File: src/adc_acq_pkg.sv
// Purpose: shared constants and types for the acquisition control block
// Assumes: 20 MHz system clock, plain register port, 16-bit data
// Notes: register offsets are word indices on the plain port
`default_nettype none
package adc_acq_pkg;
  // ==========================================
  // register map
  localparam logic [2:0] REG_CONTROL = 3'h0;
  localparam logic [2:0] REG_STATUS = 3'h1;
  localparam logic [2:0] REG_INTERVAL = 3'h2;
  localparam logic [2:0] REG_FIFO_DATA = 3'h3;
  localparam logic [2:0] REG_CLEAR = 3'h4;
  // control fields
  localparam int CTL_CHAN_LSB = 0;
  localparam int CTL_SCAN_BIT = 4;
  localparam int CTL_TIMER_EN_BIT = 5;
  localparam int CTL_EXT_EN_BIT = 6;
  // status fields
  localparam int STS_PRESENT_BIT = 0;
  localparam int STS_OVERFLOW_BIT = 1;
  localparam int STS_BUSY_BIT = 2;
  localparam int STS_CHAN_LSB = 4;
  // clear register fields
  localparam int CLR_OVERFLOW_BIT = 0;
  localparam int CLR_REINIT_BIT = 1;
  // reset values
  localparam logic [15:0] INTERVAL_RESET = 16'h0002;
  localparam logic [2:0] CHAN_RESET = 3'h0;
  // timing
  localparam int SYS_CLK_HZ = 20000000;
  localparam int TIMEBASE_HZ = 1000000;
  localparam int TICK_CYCLES = SYS_CLK_HZ / TIMEBASE_HZ;
  localparam int INTERVAL_MIN_US = 2;
  localparam int EXT_LATENCY_US = 20;
  localparam int EXT_LATENCY_CYCLES = EXT_LATENCY_US * (SYS_CLK_HZ / 1000000);
  localparam int CONV_CYCLES_DEFAULT = 16;
  localparam int FIFO_DEPTH = 16;
  localparam int RAW_WIDTH = 12;
  localparam int WORD_WIDTH = 16;

  typedef struct packed {
    logic valid;
    logic [2:0] chan;
    logic [15:0] data;
  } sample_t;
endpackage
`default_nettype wire

File: src/adc_skid_buf.sv
// Purpose: two-entry valid/ready buffer in the sample path
// Assumes: single clock, async active-low reset
// Notes: input ready stays high while a slot is free
`timescale 1ns/10ps
`default_nettype none
module adc_skid_buf #(
  parameter int WIDTH = 16
) (
  input wire logic sys_clk_i,
  input wire logic arst_n_i,
  input wire logic in_valid_i,
  output logic in_ready_o,
  input wire logic [WIDTH-1:0] in_data_i,
  output logic out_valid_o,
  input wire logic out_ready_i,
  output logic [WIDTH-1:0] out_data_o
);
  typedef struct packed {
    logic [1:0] cnt;
    logic [WIDTH-1:0] d0;
    logic [WIDTH-1:0] d1;
  } buf_state_t;
  buf_state_t st;
  buf_state_t next_st;
  logic push;
  logic pop;
  // ==========================================
  // next state
  always_comb begin
    next_st = st;
    push = in_valid_i && (st.cnt != 2'd2);
    pop = out_ready_i && (st.cnt != 2'd0);
    if (pop) begin
      next_st.d0 = st.d1;
    end
    if (push) begin
      if ((st.cnt == 2'd0) || (st.cnt == 2'd1 && pop)) begin
        next_st.d0 = in_data_i;
      end else begin
        next_st.d1 = in_data_i;
      end
    end
    next_st.cnt = st.cnt + {1'b0, push} - {1'b0, pop};
  end
  always_ff @(posedge sys_clk_i or negedge arst_n_i) begin
    if (!arst_n_i) begin
      st <= '0;
    end else begin
      st <= next_st;
    end
  end
  assign in_ready_o = (st.cnt != 2'd2);
  assign out_valid_o = (st.cnt != 2'd0);
  assign out_data_o = st.d0;
endmodule
`default_nettype wire

File: src/adc_acq_ctrl.sv
// Purpose: sample timer, trigger, channel mux control and result fifo
// Assumes: converter interface is start pulse, done pulse, 12-bit result
// Notes: plain register port, read data one cycle after read strobe
`timescale 1ns/10ps
`default_nettype none
module adc_acq_ctrl
  import adc_acq_pkg::*;
#(
  parameter int DEPTH = FIFO_DEPTH,
  parameter int CONV_CYCLES = CONV_CYCLES_DEFAULT
) (
  input wire logic sys_clk_i,
  input wire logic arst_n_i,
  input wire logic [2:0] reg_addr_i,
  input wire logic [15:0] reg_wdata_i,
  input wire logic reg_wr_i,
  input wire logic reg_rd_i,
  output logic [15:0] reg_rdata_o,
  input wire logic external_convert_strobe_i,
  output logic [2:0] mux_sel_o,
  output logic conv_start_o,
  input wire logic conv_done_i,
  input wire logic [RAW_WIDTH-1:0] conv_result_i,
  output logic sample_timer_output_o,
  output logic data_present_o,
  output logic overflow_o
);
  localparam int PW = $clog2(DEPTH);

  typedef struct packed {
    logic [2:0] chan_top;
    logic scan;
    logic timer_en;
    logic ext_en;
    logic [15:0] interval;
    logic [15:0] tcount;
    logic [4:0] tick;
    logic timer_out;
    logic timer_out_d;
    logic ext_s1;
    logic ext_s2;
    logic ext_d;
    logic busy;
    logic pend;
    logic [2:0] chan;
    logic [2:0] conv_chan;
    logic start;
    logic [PW-1:0] rd_ptr;
    logic [PW-1:0] wr_ptr;
    logic [PW:0] count;
    logic overflow;
    logic [15:0] rdata;
  } ctrl_state_t;

  ctrl_state_t st;
  ctrl_state_t next_st;
  logic [15:0] mem [DEPTH];
  logic buf_in_ready;
  logic buf_out_valid;
  logic [15:0] buf_out_data;
  logic [15:0] ext_word;
  logic fifo_push;
  logic fifo_full;
  logic fifo_pop;
  logic trig;
  logic wr_ctl;

  // ==========================================
  // result capture
  assign ext_word = {{(WORD_WIDTH - RAW_WIDTH){conv_result_i[RAW_WIDTH-1]}},
                     conv_result_i};

  adc_skid_buf #(
    .WIDTH(WORD_WIDTH)
  ) u_buf (
    .sys_clk_i(sys_clk_i),
    .arst_n_i(arst_n_i),
    .in_valid_i(conv_done_i),
    .in_ready_o(buf_in_ready),
    .in_data_i(ext_word),
    .out_valid_o(buf_out_valid),
    .out_ready_i(1'b1),
    .out_data_o(buf_out_data)
  );

  assign fifo_full = (st.count == DEPTH[PW:0]);
  assign fifo_pop = reg_rd_i && (reg_addr_i == REG_FIFO_DATA) && (st.count != '0);
  assign fifo_push = buf_out_valid && (!fifo_full || fifo_pop);
  assign wr_ctl = reg_wr_i && (reg_addr_i == REG_CONTROL);

  // ==========================================
  // next state
  always_comb begin
    next_st = st;
    next_st.start = 1'b0;
    // sample-interval timer: 1 us tick, down count, reload at one
    next_st.timer_out_d = st.timer_out;
    if (st.tick == 5'(TICK_CYCLES - 1)) begin
      next_st.tick = '0;
    end else begin
      next_st.tick = st.tick + 5'd1;
    end
    if (st.timer_en && st.tick == 5'(TICK_CYCLES - 1)) begin
      if (st.tcount <= 16'd1) begin
        next_st.tcount = st.interval;
        next_st.timer_out = 1'b1;
      end else begin
        next_st.tcount = st.tcount - 16'd1;
        next_st.timer_out = 1'b0;
      end
    end
    // external strobe synchroniser and edge
    next_st.ext_s1 = external_convert_strobe_i;
    next_st.ext_s2 = st.ext_s1;
    next_st.ext_d = st.ext_s2;
    trig = (st.timer_out && !st.timer_out_d) ||
           (st.ext_en && st.ext_s2 && !st.ext_d);
    if (trig) begin
      next_st.pend = 1'b1;
    end
    // conversion launch; converter is free once its result is handed off
    if (conv_done_i && buf_in_ready) begin
      next_st.busy = 1'b0;
      if (st.scan) begin
        next_st.chan = (st.chan == 3'd0) ? st.chan_top : st.chan - 3'd1;
      end
    end
    if ((st.pend || trig) && !st.busy) begin
      next_st.start = 1'b1;
      next_st.busy = 1'b1;
      next_st.pend = 1'b0;
      next_st.conv_chan = st.chan;
    end
    // fifo pointers
    if (fifo_push) begin
      next_st.wr_ptr = st.wr_ptr + PW'(1);
    end
    if (fifo_pop) begin
      next_st.rd_ptr = st.rd_ptr + PW'(1);
    end
    next_st.count = st.count + (PW + 1)'(fifo_push) - (PW + 1)'(fifo_pop);
    if (buf_out_valid && fifo_full && !fifo_pop) begin
      next_st.overflow = 1'b1;
    end else if (reg_wr_i && reg_addr_i == REG_CLEAR &&
                 (reg_wdata_i[CLR_OVERFLOW_BIT] || reg_wdata_i[CLR_REINIT_BIT])) begin
      next_st.overflow = 1'b0;
    end
    // register writes
    if (wr_ctl) begin
      next_st.chan_top = reg_wdata_i[CTL_CHAN_LSB +: 3];
      next_st.chan = reg_wdata_i[CTL_CHAN_LSB +: 3];
      next_st.scan = reg_wdata_i[CTL_SCAN_BIT];
      next_st.timer_en = reg_wdata_i[CTL_TIMER_EN_BIT];
      next_st.ext_en = reg_wdata_i[CTL_EXT_EN_BIT];
    end
    if (reg_wr_i && reg_addr_i == REG_INTERVAL) begin
      if (reg_wdata_i < 16'(INTERVAL_MIN_US)) begin
        next_st.interval = 16'(INTERVAL_MIN_US);
      end else begin
        next_st.interval = reg_wdata_i;
      end
      next_st.tcount = next_st.interval;
    end
    if (reg_wr_i && reg_addr_i == REG_CLEAR && reg_wdata_i[CLR_REINIT_BIT]) begin
      next_st.rd_ptr = '0;
      next_st.wr_ptr = '0;
      next_st.count = '0;
      next_st.pend = 1'b0;
      next_st.tcount = st.interval;
      next_st.chan = st.chan_top;
    end
    // register reads
    next_st.rdata = '0;
    if (reg_rd_i) begin
      unique case (reg_addr_i)
        REG_CONTROL: begin
          next_st.rdata[CTL_CHAN_LSB +: 3] = st.chan_top;
          next_st.rdata[CTL_SCAN_BIT] = st.scan;
          next_st.rdata[CTL_TIMER_EN_BIT] = st.timer_en;
          next_st.rdata[CTL_EXT_EN_BIT] = st.ext_en;
        end
        REG_STATUS: begin
          next_st.rdata[STS_PRESENT_BIT] = (st.count != '0);
          next_st.rdata[STS_OVERFLOW_BIT] = st.overflow;
          next_st.rdata[STS_BUSY_BIT] = st.busy;
          next_st.rdata[STS_CHAN_LSB +: 3] = st.chan;
        end
        REG_INTERVAL: begin
          next_st.rdata = st.interval;
        end
        REG_FIFO_DATA: begin
          next_st.rdata = (st.count != '0) ? mem[st.rd_ptr] : 16'h0000;
        end
        default: begin
          next_st.rdata = 16'h0000;
        end
      endcase
    end
  end

  // ==========================================
  // registers
  always_ff @(posedge sys_clk_i or negedge arst_n_i) begin
    if (!arst_n_i) begin
      st <= '0;
      st.interval <= INTERVAL_RESET;
      st.tcount <= INTERVAL_RESET;
      st.chan <= CHAN_RESET;
      st.chan_top <= CHAN_RESET;
    end else begin
      st <= next_st;
    end
  end

  // fifo storage, one word per entry
  always_ff @(posedge sys_clk_i) begin
    if (fifo_push) begin
      mem[st.wr_ptr] <= buf_out_data;
    end
  end

  // ==========================================
  // outputs
  assign reg_rdata_o = st.rdata;
  assign mux_sel_o = st.conv_chan;
  assign conv_start_o = st.start;
  assign sample_timer_output_o = st.timer_out;
  assign data_present_o = (st.count != '0);
  assign overflow_o = st.overflow;
endmodule
`default_nettype wire

File: config.mk
export PLATFORM = sky130hd
export DESIGN_NAME = adc_acq_ctrl
export DESIGN_NICKNAME = d
export VERILOG_FILES = /design/src/adc_acq_pkg.sv /design/src/adc_skid_buf.sv /design/src/adc_acq_ctrl.sv
export SDC_FILE = /design/constraint.sdc
export NUM_CORES = 1
export LEC_CHECK = 0
export BUFFER_PORTS_ARGS = -buffer_cell sky130_fd_sc_hd__buf_2
export CAP_MARGIN = 20
export CORE_AREA = 5 5 204 206
export CTS_CLUSTER_DIAMETER = 80
export DETAILED_ROUTE_END_ITERATION = 10
export DIE_AREA = 0 0 209 211
export PLACE_DENSITY = 0.62
export SLEW_MARGIN = 20
export SYNTH_ARGS = -nofsm -noshare
export SYNTH_HDL_FRONTEND = slang
export SYNTH_SLANG_ARGS = --single-unit
File: constraint.sdc
create_clock -name sys_clk_i -period 2.95 [get_ports sys_clk_i]
set_input_delay 0.295 -clock sys_clk_i [delete_from_list [all_inputs] [get_ports sys_clk_i]]
set_output_delay 0.295 -clock sys_clk_i [all_outputs]
set_load 0.01 [all_outputs]
; ---- Yosys cells after proc, flatten, opt, wreduce, memory -nomap -nowiden
; Memory sizes are Yosys's and may differ from the RTL's.
; Cells that the tools add are included.
[word_totals]
reg_bits = 117
ram_bits = 256
wordCells = 121
memories = 1
[classes]
add_sub_neg = 9
n_eq_ne = 8
magnitude_cmp = 2
n_mux = 33
bitwise_logic = 1
reduce_logical = 42
[memory_table]
columns = memory, depth, width, rd, rd_ports_with_merged_regs, wr, line
row1 = mem, 16, 16, 1, 0, 1, adc_acq_ctrl.sv:57  ; logic [15:0] mem [DEPTH];
[ops]
columns = operator, count
row1 = 16-bit two-way mux, 10
row2 = 32-bit two-way mux, 1
row3 = 3-bit case mux with 4 select lines, 2
row4 = 9-bit case mux with 2 select lines, 1
row5 = 1-bit logical AND, 17
row6 = "16-bit by 1-bit less-or-equal comparator with 1-bit output, second input constant", 1
row7 = "16-bit by 2-bit less-than comparator with 1-bit output, second input constant", 1
row8 = "16-bit by 1-bit subtractor with 16-bit output, second input constant", 1
row9 = 13-bit two-way mux, 1
row10 = 3-bit two-way mux, 4
row11 = 4-bit two-way mux, 3
row12 = 3-bit nonzero test, 4
row13 = "5-bit == test, second input constant", 2
row14 = 2-bit nonzero test, 5
row15 = "4-bit by 1-bit adder with 4-bit output, second input constant", 2
row16 = 1-bit two-way mux, 8
row17 = "3-bit by 2-bit == test with 1-bit output, second input constant", 2
row18 = 3-bit zero test, 2
row19 = 5-bit by 1-bit adder with 5-bit output, 1
row20 = "5-bit by 1-bit adder with 5-bit output, second input constant", 1
row21 = 1-bit zero test, 5
row22 = 1-bit logical OR, 5
row23 = 5-bit two-way mux, 1
row24 = 5-bit nonzero test, 1
row25 = other kinds (13), 14

; ---- Logic depth before layout (Yosys ltp)
; Gate-level depths: netlist of the first run.
[depth]
word_depth = 8
depth_mapped = 13
ltp_nobuf = 12

; ---- Modules after synthesis
; From an unflattened synthesis of the first run, not the netlist that was laid out.
[unflattened]
hier_cells = 973
area_unflattened_um2 = 16074.2
[modules_own_cells]
columns = module, area_per_inst_um2, cells_each, instances
row1 = adc_acq_ctrl, 14356.3, 857, 1
row2 = adc_skid_buf, 1717.9, 116, 1

; ---- Worst setup path before layout of the first run
; Ideal clock, no wire load.
[synth_timing]
kind = input to register
startpoint = input reg_addr_i[2]
endpoint = memory mem[0][0], enable pin
arrival_ps = 2798
path_buffers = 1
setup_ps = 430
setup_slack_ps = -278
required_time_ps = 2520
cell_stages = 5
cell_sequence = clkbuf_1 -> nand4b_1 -> a41oi_2 -> inv_1 -> nor4_1
[synth_via]
elab_chain_cells = 7
[synth_rtl]
columns = element, line
row1 = from (decl), adc_acq_ctrl.sv:14  ; input wire logic [2:0] reg_addr_i,
row2 = 3-bit by 2-bit == test with 1-bit output, adc_acq_ctrl.sv:87  ; assign fifo_pop = reg_rd_i && (reg_addr_i == REG_FIFO_DATA) && (st.count != '0);
row3 = 1-bit logical AND (2 in series), adc_acq_ctrl.sv:87
row4 = 1-bit logical OR, adc_acq_ctrl.sv:88  ; assign fifo_push = buf_out_valid && (!fifo_full || fifo_pop);
row5 = 1-bit logical AND, adc_acq_ctrl.sv:88
row6 = 1-bit two-way mux, adc_acq_ctrl.sv:217  ; if (fifo_push) begin
row7 = 1-bit two-way mux (not written as such), adc_acq_ctrl.sv:218  ; mem[st.wr_ptr] <= buf_out_data;
row8 = to (decl), adc_acq_ctrl.sv:57
; Every way passes these cells.

==> results.md, run 1 <==
- Outcome: completed
- Pwr dens: 824 nW/um2
- Number of fill cells: 3441
- Final instance area: 18100 um2
- Clk_lat worst skew: 540 ps
- Inserted Clock Buffers: 39
- Ys Warns: 0
- Worst Tran Pin Value: 758 ps
- R2R Setup Slk: 220 ps
- Max cap viols: 0
- Post-synthesis instance total: 959
- Remaining DRCs: 0
- Worst hold slack: 38.5 ps
- Vias in the first global route: 8767
- Post-synthesis net count: 1013
- Worst Setup SP: st[20]$_DFF_PN0_
- Mean number of vias per cell: 5.42
- Diode count: 0
- Post-CTS Resized: 0
- Slowest cell on the critical path: fa_1
- Most frequent cell on the critical path: ha_1
- Slew HR: 49.4%
- First-pass GRT wire length: 53.8 mm
- Fin crit period: 2730 ps
- Worst reg2reg path depth: 12
- DPL Wire Length: 21.8 mm
- Drt pass-1 iters: 5
- Largest net degree at the start of global routing: 49
- Largest stage delay, worst path: 400 ps
- WL/cell: 21.7 um
- PnR worst setup slack: 223 ps
- Leakage: 6.62 nW
- Total power: 14.9 mW
- CORE AREA: 39500 um2
- Critical path class: reg2reg
- I/O pin count: 60
- Total grt overflow: 0
- Layout cell share with drive strength beyond 1: 26.3%
- Setup Skew: 27.0 ps
- Clk sinks: 373
- Tightest Hold Check Type: in2reg
- RSZ-0062 raised after global routing: no
- # port buffers: 59
- Peak supply drop: 0.000442 V
- Hold path cells: 3
- Antenna viol nets, final: 0
- Worst EP arrival: 3180 ps
- Clock transition at path regs: 60 ps
- Post-CTS setup buffers: 0
- # rows: 73
- Reg-to-reg endpoint: st[21]$_DFF_PN0_
- FFs w/ async S/R, synth: 31.4%
- Synthesized area per cell: 16.3 um2
- Layout area overhead: 15.9%
- Pre-CTS WS: 121 ps
- Final Hold Viols: 0
- Worst Setup End Kind: register
- Crit path to: st[21]$_DFF_PN0_
- Die extent in x: 209 um
- Slew Limit Fails: 0
- Via count: 8732
- Synthesized area: 15600 um2
- Fmax: 367 MHz
- Synth Register Bits: 373
- Gr usage total: 15.8%
- Worst Path Max Fanout: 3
- Finish-stage setup viols: 0
- Type of origin of the critical path: register
- Die area: 44100 um2
- Fin nets: 1111
- CTS tree: built
- Htree depth: 2
- Root buffer cell: clkbuf_16
- Sequential area share after synthesis: 68.0%
- RR Startpoint: st[20]$_DFF_PN0_
- CTS max path bufs: 3
- Data required time of the worst path: 3400 ps
- Detailed Route WL: 34.9 mm
- Final period utilization: 92.4%
- Detailed router's first-iteration violation count: 736
- DP Area: 16700 um2
- EDFF count, synth: 256
- GP Congestion: 0.860
- Ys flop type: edfxtp_1
- Antenna violations before repair: 0
- Synth unique cells: 62
- Cell Chain, Critical Path: inv_1, ha_1, nor4b_2, nor2_1, ha_1, inv_1, ha_1, fa_1, a21oi_1, nor2_1, or3_1, a21oi_1
- Initial Util: 39.5%
- Die Ht: 211 um
[stage by stage]
stage                     cells  utilization [%]  setup TNS (ps)
after floorplan             959                -          -17780
after global placement     1524             42.3               0
after detailed placement   1524             42.3               0
after CTS                  1612             45.8               0
after global routing       1612             45.8               0
final                      1612             45.8               0
[worst max-delay path, delay by kind of cell, from the launching register on]
| family | cells | cell delay, ps |
|---|---|---|
| AND/OR/NAND/NOR | 4 | 760 |
| adder cells (fa/ha/maj) | 4 | 1100 |
| AO/OA/AOI/OAI | 2 | 300 |
| buffers and inverters | 2 | 120 |
| flip-flops | 1 | 390 |
[cells by family (layout without fill, tap and decap cells)]
group	Yosys count	in the layout	synth area share, %
AO/OA/AOI/OAI	139	139	6.14
XOR/XNOR	14	14	0.786
multiplexers	122	122	14.4
flip-flops	373	373	68.0
AND/OR/NAND/NOR	206	206	6.35
buffers and inverters	88	216	2.83
adder cells (fa/ha/maj)	17	17	1.41
[cells in the mapped netlist (4+ instances only)]
master / number / area share, %
and2_1: 11 / 0.44
a221oi_1: 5 / 0.28
nor2_1: 39 / 0.94
o2bb2ai_1: 7 / 0.39
buf_4: 21 / 1.0
buf_2: 8 / 0.26
mux2i_1: 18 / 1.2
a31oi_1: 7 / 0.28
xnor2_1: 9 / 0.51
o21ai_0: 37 / 1.2
inv_1: 23 / 0.55
nand3b_1: 4 / 0.19
nor4_1: 13 / 0.52
a22oi_1: 4 / 0.19
clkbuf_1: 30 / 0.72
a22o_1: 16 / 0.90
a21o_1: 5 / 0.24
nor3_1: 16 / 0.51
mux2_2: 24 / 1.7
xor2_1: 5 / 0.28
nand4_1: 5 / 0.20
nand2_1: 83 / 2.0
ha_1: 16 / 1.3
nor2b_1: 7 / 0.28
nand2b_1: 5 / 0.20
a21oi_1: 23 / 0.74
o31ai_1: 5 / 0.24
nand3_1: 7 / 0.22
dfrtp_1: 115 / 18
edfxtp_1: 256 / 49
mux4_2: 80 / 12
o22a_1: 6 / 0.34
[routing by layer]
metal / part of all wire [%] / global-route usage [%]
met1: 45 / 22.9
met2: 47 / 25.2
met3: 6.4 / 2.72
met4: 1.8 / 3.69
met5: 0 / 0
[placed cells by master, fill, tap and decap left out, drive strengths merged, types with 3 or more instances in the layout]
cell,count
o2bb2ai,7
nor2b,7
dfrtp,115
nand2b,5
or4,3
a22o,16
nand3b,4
nor3,16
nand2,83
xor2,5
o31ai,6
edfxtp,256
nor2,39
dlygate4sd3,17
ha,16
a221oi,5
o22ai,3
clkinv,8
a21oi,23
clkbuf,56
nand3,7
and2,11
nor4,13
or3,3
o22a,6
mux4,80
nand4,5
mux2,24
a31oi,7
xnor2,9
inv,27
o21ai,37
a21o,5
a311oi,3
mux2i,18
a22oi,4
a211oi,3
buf,105
[worst min path at each step]
stage	start	to	slack, ps
floorplan	arst_n_i	conv_start_o$_DFF_PN0_	-0.6
global placement	arst_n_i	st[78]$_DFFE_PN0P_	350
detailed placement	next_st[40]$_DFF_PN0_	next_st[39]$_DFF_PN0_	340
CTS	reg_wdata_i[3]	st[68]$_DFFE_PN0P_	10
global route	reg_wdata_i[7]	st[72]$_DFFE_PN0P_	20
finish	reg_wdata_i[3]	st[68]$_DFFE_PN0P_	40
[sequential cells by signal (all words and copies together) (netlist names)]
signal,cells
mem,256
st,63
reg_rdata_o,16
u_buf.out_data_o,16
u_buf.st,14
mux_sel_o,3
next_st,2
conv_start_o,1
overflow_o,1
sample_timer_output_o,1
[report_power, final]
group | internal, mW | switching, mW
clock | 2.68 | 2.00
sequential | 6.28 | 0.580
combinational | 1.71 | 1.64
[timing repair]
action / 4_1_cts / 5_1_grt
hold endpoints to repair: 69 / 0
endpoints found under the setup margin: 0 / 0
hold buffers: 17 / 0
[cell type report]
cell class / instances / area (um2) / area share, %
sequential: 373 / 10600 / 58.7
multi-input combinational: 498 / 4640 / 25.6
clock buffer: 56 / 1050 / 5.81
timing repair buffer: 122 / 876 / 4.84
tap: 525 / 657 / 3.63
clock inverter: 15 / 154 / 0.851
inverter: 23 / 86.3 / 0.477
Note: power is estimated with default switching activity, not from simulation.
==> inputs of run 2 (changes only) <==
- RECOVER_POWER: default -> 25
==> run 2 against run 1 <==
Effect of this change:
- sequential cell count did not move
- setup slack improved by 0.68 ps
- final cell count did not move
- sequential share of layout area barely moved
- first-iteration DRC count fell by 8.7%
- utilization barely moved
- combinational power barely moved
- critical path type unchanged
- critical endpoint unchanged
==> results.md, run 2 (same netlist as run 1, synthesis figures left out) <==
- # rows: 73
- Critical path class: reg2reg
- Reg-to-reg endpoint: st[21]$_DFF_PN0_
- Clk_lat worst skew: 540 ps
- # port buffers: 59
- Area of the multi-input gates: 4630 um2
- Type of origin of the critical path: register
- Leakage: 6.61 nW
- Detailed router's first-iteration violation count: 672
- Total grt overflow: 0
- GP Congestion: 0.860
- Min-delay src: reg_wdata_i[3]
- Initial Util: 39.5%
- WL/cell: 21.7 um
- Root buffer cell: clkbuf_16
- DP Area: 16700 um2
- Data required time of the worst path: 3400 ps
- Detailed Route WL: 34.9 mm
- Commonest non-fill, non-tap cells in the layout: 256 x edfxtp_1, 113 x dfrtp_1, 83 x nand2_1
- Setup Skew: 25.2 ps
- Remaining DRCs: 0
- Antenna violations before repair: 0
- Biggest regs: mem (256), st (63)
- Drt pass-1 iters: 5
- Met2 wire length: 16.4 mm
- Fmax: 367 MHz
- Worst reg2reg path depth: 12
- DPL Wire Length: 21.8 mm
- Gr usage total: 15.8%
- Clock transition at path regs: 60 ps
- Post-CTS setup buffers: 0
- Via count: 8708
- Final period utilization: 92.4%
- Die extent in x: 209 um
- Max reg flops: 256
- First-pass GRT wire length: 53.8 mm
- Register area: 10600 um2
- Layout area overhead: 15.8%
- Largest net degree at the start of global routing: 49
- Worst Path Max Fanout: 3
- Largest Register: mem
- Post-layout util: 45.8%
- Fin nets: 1111
- Number of fill cells: 3441
- Pwr dens: 824 nW/um2
- Mean number of vias per cell: 5.40
- Fin crit period: 2730 ps
- Final instance area: 18100 um2
- Fin cells: 1612
- Tightest Hold Check Type: in2reg
- Worst Tran Pin Value: 1220 ps
- Most common cell after layout, fill and taps aside: edfxtp_1
- Final Hold Viols: 0
- Vias in the first global route: 8767
- Clk sinks: 373
- Antenna viol nets, final: 0
- Placed cells: 1524
- Hold path cells: 3
- Top routing layer used: met4
- Layout cell share with drive strength beyond 1: 26.2%
- CTS tree: built
- Diode count: 0
- I/O pin count: 60
- Post-CTS Resized: 0
- Metal3 WL: 2.23 mm
- CTS max path bufs: 3
- Die area: 44100 um2
- RSZ-0062 raised after global routing: no
- Peak supply drop: 0.000443 V
- R2R Setup Slk: 220 ps
- Hold Path Sink: st[68]$_DFFE_PN0P_
- Finish-stage setup viols: 0
- Slew Limit Fails: 0
- Worst Setup End Kind: register
- Max cap viols: 0
- Outcome: completed
- CORE AREA: 39500 um2
- Slew HR: 18.9%
- Inserted Clock Buffers: 39
- RR Startpoint: st[20]$_DFF_PN0_
- Post-Route M1 WL: 15.7 mm
- Worst EP arrival: 3180 ps
- Fin Setup TNS: 0 ps
- Htree depth: 2
- Die Ht: 211 um
run 2: changes by cell type in the layout (fill, tap and decap cells not counted):
cell      before  now
and2_0         0    1
and2_1        11   10
buf_4         42   41
clkbuf_2       0    1
nor4b_1        0    1
nor4b_2        2    1
run 2: repair_timing:
| item | 4_1_cts | 5_1_grt |
|---|---|---|
| hold endpoints to repair | 69 | 0 |
| endpoints found under the setup margin | 0 | 0 |
| hold buffers | 17 | 0 |
run 2: cell type report:
cell class | count | share of cell area (%)
Clock buffer | 56 | 5.81
Sequential cell | 373 | 58.8
Tap cell | 525 | 3.63
Clock inverter | 15 | 0.852
Inverter | 23 | 0.478
Timing Repair Buffer | 122 | 4.83
Multi-Input combinational cell | 498 | 25.6
run 2: how the worst max path moves through the flow:
stage                                start             endpoint  cells past startpoint
final                     st[20]$_DFF_PN0_     st[21]$_DFF_PN0_                     12
after global routing      st[20]$_DFF_PN0_     st[21]$_DFF_PN0_                     12
after CTS                 st[20]$_DFF_PN0_     st[21]$_DFF_PN0_                     12
after detailed placement     reg_addr_i[2]     st[21]$_DFF_PN0_                     12
after global placement       reg_addr_i[2]     st[21]$_DFF_PN0_                     12
after floorplan              reg_addr_i[2]  mem[0][0]$_DFFE_PP_                      5
run 2: power by group:
part / switching, mW / internal, mW
sequential: 0.580 / 6.28
combinational: 1.64 / 1.71
clock: 2.00 / 2.68
total: 4.22 / 10.7
run 2: worst max-delay path, cell delays in order, from the launching register on:
cell     delay [ps]
dfrtp_1         390
inv_1            80
ha_1            210
nor4b_2         250
nor2_1          100
ha_1            290
inv_1            40
ha_1            200
fa_1            400
a21oi_1         150
nor2_1           60
or3_1           350
a21oi_1         150
run 2: per-stage QoR:
stage / hold WS [ps] / setup slack [ps] / power [mW]
global placement: 345 / 224 / 10.3
CTS: 10.4 / 209 / 15.0
detailed placement: 343 / 121 / 10.3
floorplan: -0.591 / -278 / 9.18
finish: 41.6 / 223 / 14.9
global route: 24.4 / 15.8 / 15.6
run 2: metal layers:
| metal | vias to the layer above | track usage, % |
|---|---|---|
| met5 | - | 0 |
| met4 | 0 | 3.69 |
| met3 | 49 | 2.72 |
| met2 | 264 | 25.2 |
| met1 | 4471 | 22.9 |
| li1 | 3924 | - |
